**config.mk**
```make
export PLATFORM = sky130hd
export DESIGN_NAME = clock_fail_monitor
export DESIGN_NICKNAME = d
export VERILOG_FILES = /design/src/clock_fail_monitor_pkg.sv /design/src/clock_fail_monitor.sv
export SDC_FILE = /design/constraint.sdc
export NUM_CORES = 1
export LEC_CHECK = 0
export CELL_PAD_IN_SITES_DETAIL_PLACEMENT = 1
export CELL_PAD_IN_SITES_GLOBAL_PLACEMENT = 1
export CORE_ASPECT_RATIO = 0.7
export CORE_MARGIN = 2
export CORE_UTILIZATION = 55
export CTS_BUF_LIST = sky130_fd_sc_hd__clkbuf_8
export CTS_CLUSTER_DIAMETER = 50
export DETAILED_ROUTE_END_ITERATION = 16
export DONT_BUFFER_PORTS = 1
export PLACE_DENSITY_LB_ADDON = 0.25
export SYNTH_ARGS = -nofsm -noshare
export SYNTH_HDL_FRONTEND = slang
export SYNTH_SLANG_ARGS = --single-unit
```
**constraint.sdc**
```tcl
create_clock -name clock_i -period 2.75 [get_ports clock_i]
set_clock_uncertainty 0.15 [all_clocks]
set_input_delay 0.4125 -clock clock_i [delete_from_list [all_inputs] [get_ports clock_i]]
set_output_delay 0.4125 -clock clock_i [all_outputs]
set_load 0.05 [all_outputs]
```
**src/clock_fail_monitor_pkg.sv**
```systemverilog
// Shared constants, register map and types of the clock fail monitor.
package clock_fail_monitor_pkg;

  // Register port geometry.
  localparam int ADDR_W = 2;
  localparam int DATA_W = 8;

  // Register offsets.
  localparam logic [ADDR_W-1:0] OSC_CTRL_OFS = 2'h0;
  localparam logic [ADDR_W-1:0] INT_REQ_OFS = 2'h1;
  localparam logic [ADDR_W-1:0] INT_EN_OFS = 2'h2;
  localparam logic [ADDR_W-1:0] STATUS_OFS = 2'h3;

  // Field positions.
  localparam int SCS_LSB = 0;
  localparam int SCS_W = 2;
  localparam int FREQ_SEL_LSB = 3;
  localparam int FREQ_SEL_W = 4;
  localparam int FAIL_FLAG_BIT = 7;
  localparam int FAIL_EN_BIT = 7;
  localparam int STAT_FAIL_SAFE_BIT = 0;
  localparam int STAT_OST_RUN_BIT = 1;
  localparam int STAT_MON_ACT_BIT = 2;
  localparam int STAT_USE_INT_BIT = 3;

  // Reset values.
  localparam logic [SCS_W-1:0] SCS_RST = 2'h0;
  localparam logic [FREQ_SEL_W-1:0] FREQ_SEL_RST = 4'h7;

  // Timing counts: sample clock divider and start-up timer length in external edges.
  localparam int LF_DIVIDE = 64;
  localparam int OST_COUNT = 1024;

  // External oscillator modes from configuration.
  typedef enum logic [2:0] {
    low_power_crystal_mode = 3'h0,
    crystal_mode = 3'h1,
    high_speed_crystal_mode = 3'h2,
    external_clock_input_mode = 3'h3,
    secondary_timer_osc = 3'h4,
    resistor_capacitor_mode = 3'h5
  } osc_mode_t;

  // Monitor states.
  typedef enum logic [2:0] {
    ST_OST = 3'b001,
    ST_MON = 3'b010,
    ST_FAIL = 3'b100
  } mon_state_t;

  typedef struct packed {
    logic [ADDR_W-1:0] addr;
    logic [DATA_W-1:0] wdata;
    logic wr;
    logic rd;
  } bus_req_t;

  typedef struct packed {
    logic use_internal;
    logic [FREQ_SEL_W-1:0] freq_sel;
  } clk_sel_t;

endpackage

```
**src/clock_fail_monitor.sv**
```systemverilog
// Clock fail monitor: races external clock edges against a divided slow sample clock.
`timescale 1ns/100ps

// Operation
// - Failure detection runs once the start-up timer has expired, or during a restarted timer while fail-safe is set.
// - Monitor works only while the configuration enable bit is set.
// - All external oscillator modes are monitored alike.
// - Sample clock is the low-frequency internal oscillator divided by sixty-four.
// - Every external clock falling edge sets the detection latch.
// - Every sample clock rising edge clears the detection latch unless an external falling edge comes in the same cycle.
// - Failure when a whole sample half period passes without an external low edge.
// - On failure switch system clock to internal source and set the fail flag.
// - Interrupt request only when fail flag and its enable are both set.
// - Internal clock is kept after failure until firmware switches back.
// - Fallback internal frequency comes from the four-bit frequency select field.
// - Fail-safe clears on reset, sleep, or start-up timer expiry after a change of clock select bits.
// - A change of clock select bits restarts the start-up timer.
// - While the restarted timer counts, the internal oscillator keeps running the system.
// - At timer expiry fail-safe clears only after a successful switch.
// - A still failing external clock after switch back sets the flag again.
// - External clock input and RC modes skip the start-up timer.
// - Fail flag is set regardless of interrupt enable bits.
module clock_fail_monitor
  import clock_fail_monitor_pkg::*;
#(
  parameter int LF_DIV = clock_fail_monitor_pkg::LF_DIVIDE,
  parameter int OST_LEN = clock_fail_monitor_pkg::OST_COUNT
) (
  // Clock and reset
  input wire logic clock_i,
  input wire logic rst_b_i,
  // Clock sources and configuration
  input wire logic ext_clk_i,
  input wire logic low_freq_internal_osc_i,
  input wire logic monitor_enable_cfg_i,
  input wire clock_fail_monitor_pkg::osc_mode_t osc_mode_i,
  input wire logic sleep_i,
  // Register port
  input wire clock_fail_monitor_pkg::bus_req_t bus_req_i,
  output logic [clock_fail_monitor_pkg::DATA_W-1:0] rdata_o,
  // System clock mux and interrupt
  output clock_fail_monitor_pkg::clk_sel_t clk_sel_o,
  output logic fail_safe_o,
  output logic osc_fail_irq_o
);
  import clock_fail_monitor_pkg::*;

  localparam int HALF = LF_DIV / 2;
  localparam int LF_W = $clog2(HALF);
  localparam int OST_W = $clog2(OST_LEN + 1);
  localparam logic [LF_W-1:0] LF_WRAP = LF_W'(HALF - 1);
  localparam logic [OST_W-1:0] OST_LAST = OST_W'(OST_LEN - 1);

  logic rst_meta_r;
  logic rst_n_r;
  logic ext_d_r;
  logic lf_d_r;
  logic [LF_W-1:0] lf_cnt_r;
  logic sample_clk_r;
  logic det_latch_r;
  logic [OST_W-1:0] ost_cnt_r;
  mon_state_t state_r;
  mon_state_t state_nxt;
  logic fail_safe_r;
  logic fail_flag_r;
  logic fail_en_r;
  logic irq_r;
  logic [SCS_W-1:0] scs_r;
  logic [FREQ_SEL_W-1:0] freq_sel_r;
  clk_sel_t clk_sel_r;
  logic [DATA_W-1:0] rdata_r;

  logic ext_fall;
  logic lf_rise;
  logic sample_rise;
  logic sample_fall;
  logic half_miss;
  logic fail_det;
  logic relapse;
  logic fail_event;
  logic skip_ost;
  logic ost_done;
  logic ctrl_wr;
  logic scs_change;
  logic restart;
  logic use_internal;

  // Reset is released through two flops; the first is read only by the second.
  always_ff @(posedge clock_i or negedge rst_b_i) begin
    if (!rst_b_i) begin
      rst_meta_r <= 1'b0;
      rst_n_r <= 1'b0;
    end else begin
      rst_meta_r <= 1'b1;
      rst_n_r <= rst_meta_r;
    end
  end

  // Edge detection on the two slow sources.
  always_ff @(posedge clock_i or negedge rst_n_r) begin
    if (!rst_n_r) begin
      ext_d_r <= 1'b0;
      lf_d_r <= 1'b0;
    end else begin
      ext_d_r <= ext_clk_i;
      lf_d_r <= low_freq_internal_osc_i;
    end
  end

  assign ext_fall = ext_d_r & ~ext_clk_i;
  assign lf_rise = ~lf_d_r & low_freq_internal_osc_i;

  // Sample clock toggles every half of the divide ratio of slow-oscillator edges.
  always_ff @(posedge clock_i or negedge rst_n_r) begin
    if (!rst_n_r) begin
      lf_cnt_r <= '0;
      sample_clk_r <= 1'b0;
    end else if (lf_rise) begin
      lf_cnt_r <= (lf_cnt_r == LF_WRAP) ? '0 : lf_cnt_r + 1'b1;
      if (lf_cnt_r == LF_WRAP) begin
        sample_clk_r <= ~sample_clk_r;
      end
    end
  end

  assign sample_rise = lf_rise & (lf_cnt_r == LF_WRAP) & ~sample_clk_r;
  assign sample_fall = lf_rise & (lf_cnt_r == LF_WRAP) & sample_clk_r;

  // Detection latch; an external edge in the clearing cycle still sets it.
  always_ff @(posedge clock_i or negedge rst_n_r) begin
    if (!rst_n_r) begin
      det_latch_r <= 1'b0;
    end else if (ext_fall) begin
      det_latch_r <= 1'b1;
    end else if (sample_rise) begin
      det_latch_r <= 1'b0;
    end
  end

  // The latch is checked at the end of the high half, one full half period after clearing.
  assign half_miss = sample_fall & ~det_latch_r & ~ext_fall;
  // Mode is not consulted: every external mode is watched the same way.
  assign fail_det = monitor_enable_cfg_i & (state_r == ST_MON) & half_miss;
  // During a switch-back attempt a dead source re-arms the fail flag.
  assign relapse = monitor_enable_cfg_i & (state_r == ST_OST) & fail_safe_r & half_miss;
  assign fail_event = fail_det | relapse;

  assign skip_ost = (osc_mode_i == external_clock_input_mode) ||
                    (osc_mode_i == resistor_capacitor_mode);
  assign ost_done = skip_ost | (ext_fall & (ost_cnt_r == OST_LAST));

  assign ctrl_wr = bus_req_i.wr & (bus_req_i.addr == OSC_CTRL_OFS);
  assign scs_change = ctrl_wr & (bus_req_i.wdata[SCS_LSB +: SCS_W] != scs_r);
  assign restart = sleep_i | scs_change;

  // Start-up timer counts external falling edges; a slow source just takes longer.
  always_ff @(posedge clock_i or negedge rst_n_r) begin
    if (!rst_n_r) begin
      ost_cnt_r <= '0;
    end else if (restart || state_r != ST_OST) begin
      ost_cnt_r <= '0;
    end else if (ext_fall && ost_cnt_r != OST_LAST) begin
      ost_cnt_r <= ost_cnt_r + 1'b1;
    end
  end

  always_comb begin
    state_nxt = state_r;
    case (state_r)
      ST_OST: begin
        if (restart) begin
          state_nxt = ST_OST;
        end else if (fail_event) begin
          state_nxt = ST_FAIL;
        end else if (ost_done) begin
          state_nxt = ST_MON;
        end
      end
      ST_MON: begin
        if (restart) begin
          state_nxt = ST_OST;
        end else if (fail_event) begin
          state_nxt = ST_FAIL;
        end
      end
      ST_FAIL: begin
        if (restart) begin
          state_nxt = ST_OST;
        end
      end
      default: state_nxt = ST_OST;
    endcase
  end

  always_ff @(posedge clock_i or negedge rst_n_r) begin
    if (!rst_n_r) begin
      state_r <= ST_OST;
    end else begin
      state_r <= state_nxt;
    end
  end

  // Fail-safe survives a clock-select change until the switch proves good.
  always_ff @(posedge clock_i or negedge rst_n_r) begin
    if (!rst_n_r) begin
      fail_safe_r <= 1'b0;
    end else if (sleep_i) begin
      fail_safe_r <= 1'b0;
    end else if (fail_event) begin
      fail_safe_r <= 1'b1;
    end else if (state_r == ST_OST && !scs_change && ost_done) begin
      fail_safe_r <= 1'b0;
    end
  end

  // Control register holds clock select and fallback frequency.
  always_ff @(posedge clock_i or negedge rst_n_r) begin
    if (!rst_n_r) begin
      scs_r <= SCS_RST;
      freq_sel_r <= FREQ_SEL_RST;
    end else if (ctrl_wr) begin
      scs_r <= bus_req_i.wdata[SCS_LSB +: SCS_W];
      freq_sel_r <= bus_req_i.wdata[FREQ_SEL_LSB +: FREQ_SEL_W];
    end
  end

  // Hardware set wins over a software clear in the same cycle.
  always_ff @(posedge clock_i or negedge rst_n_r) begin
    if (!rst_n_r) begin
      fail_flag_r <= 1'b0;
    end else if (fail_event) begin
      fail_flag_r <= 1'b1;
    end else if (bus_req_i.wr && bus_req_i.addr == INT_REQ_OFS) begin
      fail_flag_r <= bus_req_i.wdata[FAIL_FLAG_BIT];
    end
  end

  always_ff @(posedge clock_i or negedge rst_n_r) begin
    if (!rst_n_r) begin
      fail_en_r <= 1'b0;
    end else if (bus_req_i.wr && bus_req_i.addr == INT_EN_OFS) begin
      fail_en_r <= bus_req_i.wdata[FAIL_EN_BIT];
    end
  end

  always_ff @(posedge clock_i or negedge rst_n_r) begin
    if (!rst_n_r) begin
      irq_r <= 1'b0;
    end else begin
      irq_r <= fail_flag_r & fail_en_r;
    end
  end

  // Internal source whenever not monitoring a proven external clock or selected by software.
  assign use_internal = (state_r != ST_MON) | fail_safe_r | scs_r[1];

  always_ff @(posedge clock_i or negedge rst_n_r) begin
    if (!rst_n_r) begin
      clk_sel_r <= '{use_internal: 1'b1, freq_sel: FREQ_SEL_RST};
    end else begin
      clk_sel_r <= '{use_internal: use_internal, freq_sel: freq_sel_r};
    end
  end

  // Read data stand for exactly the cycle after the strobe.
  always_ff @(posedge clock_i or negedge rst_n_r) begin
    if (!rst_n_r) begin
      rdata_r <= '0;
    end else if (bus_req_i.rd) begin
      rdata_r <= '0;
      case (bus_req_i.addr)
        OSC_CTRL_OFS: begin
          rdata_r[SCS_LSB +: SCS_W] <= scs_r;
          rdata_r[FREQ_SEL_LSB +: FREQ_SEL_W] <= freq_sel_r;
        end
        INT_REQ_OFS: rdata_r[FAIL_FLAG_BIT] <= fail_flag_r;
        INT_EN_OFS: rdata_r[FAIL_EN_BIT] <= fail_en_r;
        STATUS_OFS: begin
          rdata_r[STAT_FAIL_SAFE_BIT] <= fail_safe_r;
          rdata_r[STAT_OST_RUN_BIT] <= (state_r == ST_OST);
          rdata_r[STAT_MON_ACT_BIT] <= (state_r == ST_MON) & monitor_enable_cfg_i;
          rdata_r[STAT_USE_INT_BIT] <= clk_sel_r.use_internal;
        end
        default: rdata_r <= '0;
      endcase
    end else begin
      rdata_r <= '0;
    end
  end

  assign rdata_o = rdata_r;
  assign clk_sel_o = clk_sel_r;
  assign fail_safe_o = fail_safe_r;
  assign osc_fail_irq_o = irq_r;
endmodule

```
== Word level (Yosys, flattened, before mapping) ==
Index checks and enable logic that the tools add are counted.

* Memories kept: 0
* Output and inout bits: 15
* Memory bits (writable): 0
* Input bits: 21
* Bits in read-only memories: 0
* Bits in registers: 48
* Bits in latches: 0

* Divide/modulo/power cells: 0
* Eq/ne operators: 17
* Mux-type cells: 23
* Add/sub/neg operators: 2
* Bitwise logic cells: 26
* $lt $le $gt $ge: 0
* Shifts and indexed selects: 0
* Multipliers: 0
* Reductions and logical operators: 15

{| class="wikitable"
|+ Operators by type and width
! kind !! number
|-
| 11-bit 2-to-1 mux || 2
|-
| 3-bit 2-to-1 mux || 7
|-
| 1-bit bitwise AND || 16
|-
| 11-bit by 1-bit adder with 11-bit output (second input constant) || 1
|-
| 11-bit by 10-bit == test with 1-bit output (second input constant) || 1
|-
| 11-bit by 10-bit != test with 1-bit output (second input constant) || 1
|-
| 3-bit one-hot mux with 3 select lines || 1
|-
| 1-bit 2-to-1 mux || 8
|-
| 8-bit 2-to-1 mux || 1
|-
| 3-bit by 2-bit == test with 1-bit output (second input constant) || 2
|-
| 3-bit == test (second input constant) || 2
|-
| 2-bit nonzero test || 3
|-
| 5-bit by 1-bit adder with 5-bit output (second input constant) || 1
|-
| 5-bit == test (second input constant) || 1
|-
| 1-bit logical AND || 5
|-
| 5-bit 2-to-1 mux || 1
|-
| 1-bit inverter || 5
|-
| 1-bit bitwise OR || 5
|-
| 2-bit == test (second input constant) || 2
|-
| 4-bit != test (second input constant) || 1
|-
| 1-bit one-hot mux with 2 select lines || 2
|-
| 2-bit one-hot mux with 2 select lines || 1
|-
| 3-bit by 1-bit == test with 1-bit output (second input constant) || 1
|-
| 3-bit by 1-bit != test with 1-bit output (second input constant) || 1
|-
| other kinds (11) || 12
|}

== Logic depth before layout (Yosys ltp) ==
* Depth after elaboration: 11
* Mapped depth: 7

== Least setup slack after synthesis ==
Ideal clock, no wire load.

* Path type: register -> register
* From: register lf_cnt_r[0]
* To: register state_r[2]
* Required time: 2.506 ns
* Path slack: 0.830 ns
* Clock period less this slack: 1.920 ns
* Library setup time: 0.094 ns
* Buffers on the path: 0
* Cell stages (with the launch flop): 7
* Arrival time: 1.676 ns
* Cell sequence: dfrtp_1 ha_1 and3_1 ha_1 nand2_1 or4_1 a211oi_1

* Cells in the longest elaborated chain, start to end: 10

{| class="wikitable"
|+ RTL lines
! item !! RTL line !! text
|-
| from (decl) || clock_fail_monitor.sv:58 || <nowiki>logic [LF_W-1:0] lf_cnt_r;</nowiki>
|-
| from (signal assigned) || clock_fail_monitor.sv:119 || <nowiki>lf_cnt_r <= (lf_cnt_r == LF_WRAP) ? '0 : lf_cnt_r + 1'b1;</nowiki>
|-
| 5-bit == test (*) || clock_fail_monitor.sv:127 || <nowiki>assign sample_fall = lf_rise & (lf_cnt_r == LF_WRAP) & sample_clk_r;</nowiki>
|-
| 1-bit bitwise AND (*) (2 in a row) || clock_fail_monitor.sv:127 ||
|-
| 1-bit bitwise AND (*) (2 in a row) || clock_fail_monitor.sv:141 || <nowiki>assign half_miss = sample_fall & ~det_latch_r & ~ext_fall;</nowiki>
|-
| 1-bit bitwise AND (on tied branches) || clock_fail_monitor.sv:143, clock_fail_monitor.sv:145 ||
|-
| 1-bit bitwise OR (*) || clock_fail_monitor.sv:146 || <nowiki>assign fail_event = fail_det | relapse;</nowiki>
|-
| 3-bit 2-to-1 mux || clock_fail_monitor.sv:173 || <nowiki>end else if (fail_event) begin</nowiki>
|-
| 3-bit 2-to-1 mux || clock_fail_monitor.sv:171 || <nowiki>if (restart) begin</nowiki>
|-
| 3-bit one-hot mux with 3 select lines || clock_fail_monitor.sv:169 || <nowiki>case (state_r)</nowiki>
|-
| to (signal assigned) || clock_fail_monitor.sv:199 || <nowiki>state_r <= state_nxt;</nowiki>
|-
| to (decl) || clock_fail_monitor.sv:62 || <nowiki>mon_state_t state_r;</nowiki>
|}

Mark *: on every way between the ends. The rest lies on a longest branch, timed or not.
A chain may end at the register's enable or synchronous reset.

== Worst setup path in the final report ==
* From: register ost_cnt_r[0]
* To: register ost_cnt_r[4]

* Cells in the longest elaborated chain, start to end: 3

{| class="wikitable"
|+ RTL lines
! item !! RTL line !! text
|-
| from (decl) || clock_fail_monitor.sv:61 || <nowiki>logic [OST_W-1:0] ost_cnt_r;</nowiki>
|-
| from (signal assigned) || clock_fail_monitor.sv:163 || <nowiki>ost_cnt_r <= ost_cnt_r + 1'b1;</nowiki>
|-
| 11-bit by 1-bit adder with 11-bit output or 11-bit by 10-bit != test with 1-bit output (tied branches) || clock_fail_monitor.sv:163, clock_fail_monitor.sv:162 ||
|-
| 11-bit 2-to-1 mux or 1-bit logical AND (tied branches) || clock_fail_monitor.sv:162 || <nowiki>end else if (ext_fall && ost_cnt_r != OST_LAST) begin</nowiki>
|-
| 11-bit 2-to-1 mux or 2-bit nonzero test (tied branches) || -- ||
|}

Parallel ways exist; a longest one is shown, timed or not. The select of a mux whose other input is x is not followed.

==> reports/metrics.csv <==
stage;metric;value;unit
clock_network;cts.sinks;48;
logic_synthesis;synth_enable_flop_cells;0;
clock_network;cts_resized;0;
die;rows;18;
layout;n_antenna_cell;0;
die;fp.dieW;78.7;um
logic_synthesis;netlist_instances;195;
sta;setup_violations;0;
setup_path;cp.arrival;2.50;ns
setup_path;cp-startpoint;ost_cnt_r[0];
setup_path;critical_path_buf_inv_count;0;
detailed_routing;drtPass1Iterations;4;
setup_path;path_max_fanout;8;
global_routing;grt_pass1_wl;9.28;mm
layout;area_growth;8.74;%
setup_path;reg2reg_slack;0.30;ns
sta;slew_headroom;35.7;%
detailed_routing;drc;0;
sta;min_period_over_period;89.2;%
setup_path;critPathTopFamily;simple AND/OR/NAND/NOR gates;
global_routing;antenna_found_initial;0;
layout;drive_gt1_share;13.3;%
power;vdd_drop_max;0.000392;V
global_routing;grt_overflow;0;
global_routing;grt_util_all_layers;28.4;%
detailed_routing;drt-initial-drc-count;76;
clock_network;cts_root_buf;clkbuf_8;
sta;final.min_clock_period;2.45;ns
clock_network;cts_tree;done;
logic_synthesis;avgSynthCellArea;11.0;um2
setup_path;worstReg2RegStart;ost_cnt_r[0];
setup_path;worstPathCellList;ha_1 -> nand4_1 -> nor4_1 -> nor2_1 -> a211oi_1;
sta;fin_setup_tns;0;ns
setup_path;cp-end-kind;register;
power;power.density;682;nW/um2
clock_network;insertion_delay;0.30;ns
sta;max_freq;408;MHz
placement;gp_congestion;0.885;
logic_synthesis;yosysUniqueCellTypes;45;
logic_synthesis;async_flop_share;100;%
logic_synthesis;ys_seq_area_share;56.4;%
sta;slew_violations;0;
clock_network;cts_buffer_depth;2;
detailed_routing;wl;5.69;mm
detailed_routing;vias;1617;
clock_network;cts_buffers;5;
die;die_y;56.3;um
setup_path;cpPeakStageDelay;0.76;ns
layout;seqCellArea;1210;um2
clock_network;hold_buffers;3;
setup_path;cp.required;2.80;ns
placement;numPortBuffers;0;
clock_network;htree_levels;2;
logic_synthesis;yosys_register_bits;48;
global_routing;grt_max_degree;47;
clock_network;clkTransAtPathRegs;0.09;ns
global_routing;grt_pass1_vias;1822;
setup_path;crit_end;ost_cnt_r[4];
die;num_io_pins;36;
detailed_routing;routedWlPerCell;22.5;um
sta;hold_ws;0.0205;ns
sta;tightest_slew;0.964;ns
logic_synthesis;synthFlopType;dfrtp_1;
outcome;outcome;complete, no violations;
die;core;3630;um2
power;leakage;1.00;nW
setup_path;path_depth;5;
sta;setup_slack;0.297;ns
sta;hold_viol_final;0;
worst_hold_path;hp-class;in2reg;
logic_synthesis;netlist_area;2150;um2
setup_path;critPathKind;reg2reg;
logic_synthesis;yosysWarnings;0;
detailed_routing;ant_nets;0;
logic_synthesis;syn_nets;223;
clock_network;postCtsSetupBuffers;0;
setup_path;slowest_stage;nor4_1;
layout;multi_input_area;908;um2
setup_path;start_kind;register;
setup_path;reg2reg_to;ost_cnt_r[4];
sta;grt_setup_unrepaired;no;
placement;detailed_place_hpwl;4.10;mm
layout;num-nets-final;230;
die;initial_core_util;59.2;%
placement;place_ws;0.379;ns
detailed_routing;viasPerCell;6.39;
die;die-area;4430;um2
flow_run;maxCapViolCount;0;
layout;fillCellCount;380;
setup_path;reg2reg_depth;5;
==> sequential cells by signal (all words and copies together) (netlist names), 2 cells and up <==
| register | flops |
|---|---|
| freq_sel_r | 4 |
| clk_sel_o | 5 |
| lf_cnt_r | 5 |
| ost_cnt_r | 11 |
| rdata_o | 8 |
| scs_r | 2 |
| state_r | 3 |
==> cells in the final DEF (no fill, tap or decap), types with 2 or more instances in the layout <==
| cell | n |
|---|---|
| o31ai_1 | 5 |
| nand3_1 | 5 |
| clkbuf_8 | 5 |
| inv_1 | 5 |
| dfstp_2 | 8 |
| xnor2_1 | 4 |
| dfrtp_1 | 39 |
| nand2b_1 | 4 |
| a211oi_1 | 2 |
| or4_1 | 5 |
| a21oi_1 | 10 |
| and3_1 | 4 |
| o21ai_0 | 7 |
| nand2_1 | 25 |
| nand3b_1 | 2 |
| nor2_1 | 12 |
| nor4_1 | 2 |
| xor2_1 | 3 |
| mux2_2 | 7 |
| a22oi_1 | 3 |
| nor2b_1 | 3 |
| nor3_1 | 9 |
| dlygate4sd3_1 | 3 |
| ha_1 | 7 |
| o311ai_0 | 2 |
==> worst min path at each step <==
stage             from         end  depth (start not counted)
2_1_floorplan  rst_b_i  rst_meta_r                          0
3_3_place_gp   rst_b_i     rst_n_r                          0
3_5_place_dp   rst_b_i     rst_n_r                          0
4_1_cts        sleep_i  state_r[2]                          1
5_1_grt        sleep_i  state_r[2]                          1
6_report       sleep_i  state_r[2]                          1
==> per-layer routing <==
layer,track usage [%],share of wire [%],up-vias,wire length [um]
met2,50.4,51,70,2920
li1,-,-,712,-
met5,0,0,-,0
met3,7.23,5.7,20,325
met1,32.9,40,815,2290
met4,11.3,2.7,0,155
==> cells in the mapped netlist, types with 2 or more instances <==
master	count	share of area, %
o311ai_0	2	0.82
a21oi_1	10	2.3
xnor2_1	4	1.6
nor2_1	12	2.1
dfrtp_1	40	47
inv_1	4	0.70
nor4_1	2	0.58
ha_1	7	4.1
and3_1	4	1.2
xor2_1	3	1.2
a211oi_1	2	0.70
dfstp_2	8	9.8
nor2b_1	3	0.87
or4_1	5	1.7
nor3_1	9	2.1
o21ai_0	7	1.6
mux2_2	7	3.7
nand3b_1	2	0.70
o31ai_1	5	1.7
nand2_1	25	4.4
a22oi_1	3	1.0
nand3_1	5	1.2
nand2b_1	4	1.2
==> final cells by class <==
cell class,instances,area share (%)
clock buffers,5,2.95
flip-flops and latches,48,51.9
well taps,50,2.68
repair buffers,3,1.29
inverters,4,0.643
multi-input cells,140,38.9
clock inverters,3,1.66
==> power by group <==
part	internal, mW	leakage (nW)	total (mW)	switching (mW)
logic	0.0777	0.345	0.165	0.0873
registers	0.795	0.597	0.931	0.136
clock network	0.266	0.0593	0.498	0.232
==> cells by family after synthesis <==
kind of cell	count (synthesis)	share of synthesized area, %
and+or+nand+nor	82	20.5
adders and majority gates	7	4.08
xor gates and xnor gates	7	2.85
AOI/OAI and AO/OA	35	10.5
DFF	48	56.4
buffers and inverters	7	1.34
muxes	8	4.14
other	1	0.175
==> worst register-to-register path, stage by stage, from the launching register on <==
cell and delay [ns]:
dfrtp_1 0.41, ha_1 0.25, nand4_1 0.34, nor4_1 0.76, nor2_1 0.13, a211oi_1 0.30
==> per-stage QoR <==
| stage | std cells | power [mW] | area (um2) | util [%] |
|---|---|---|---|---|
| 2_1_floorplan | 195 | 1.05 | 2150 | - |
| 3_3_place_gp | 242 | 1.07 | 2200 | 60.6 |
| 3_5_place_dp | 242 | 1.10 | 2200 | 60.6 |
| 4_1_cts | 253 | 1.60 | 2340 | 64.4 |
| 5_1_grt | 253 | 1.66 | 2340 | 64.4 |
| 6_report | 253 | 1.59 | 2340 | 64.4 |
Power figures use the tool's default switching activity.
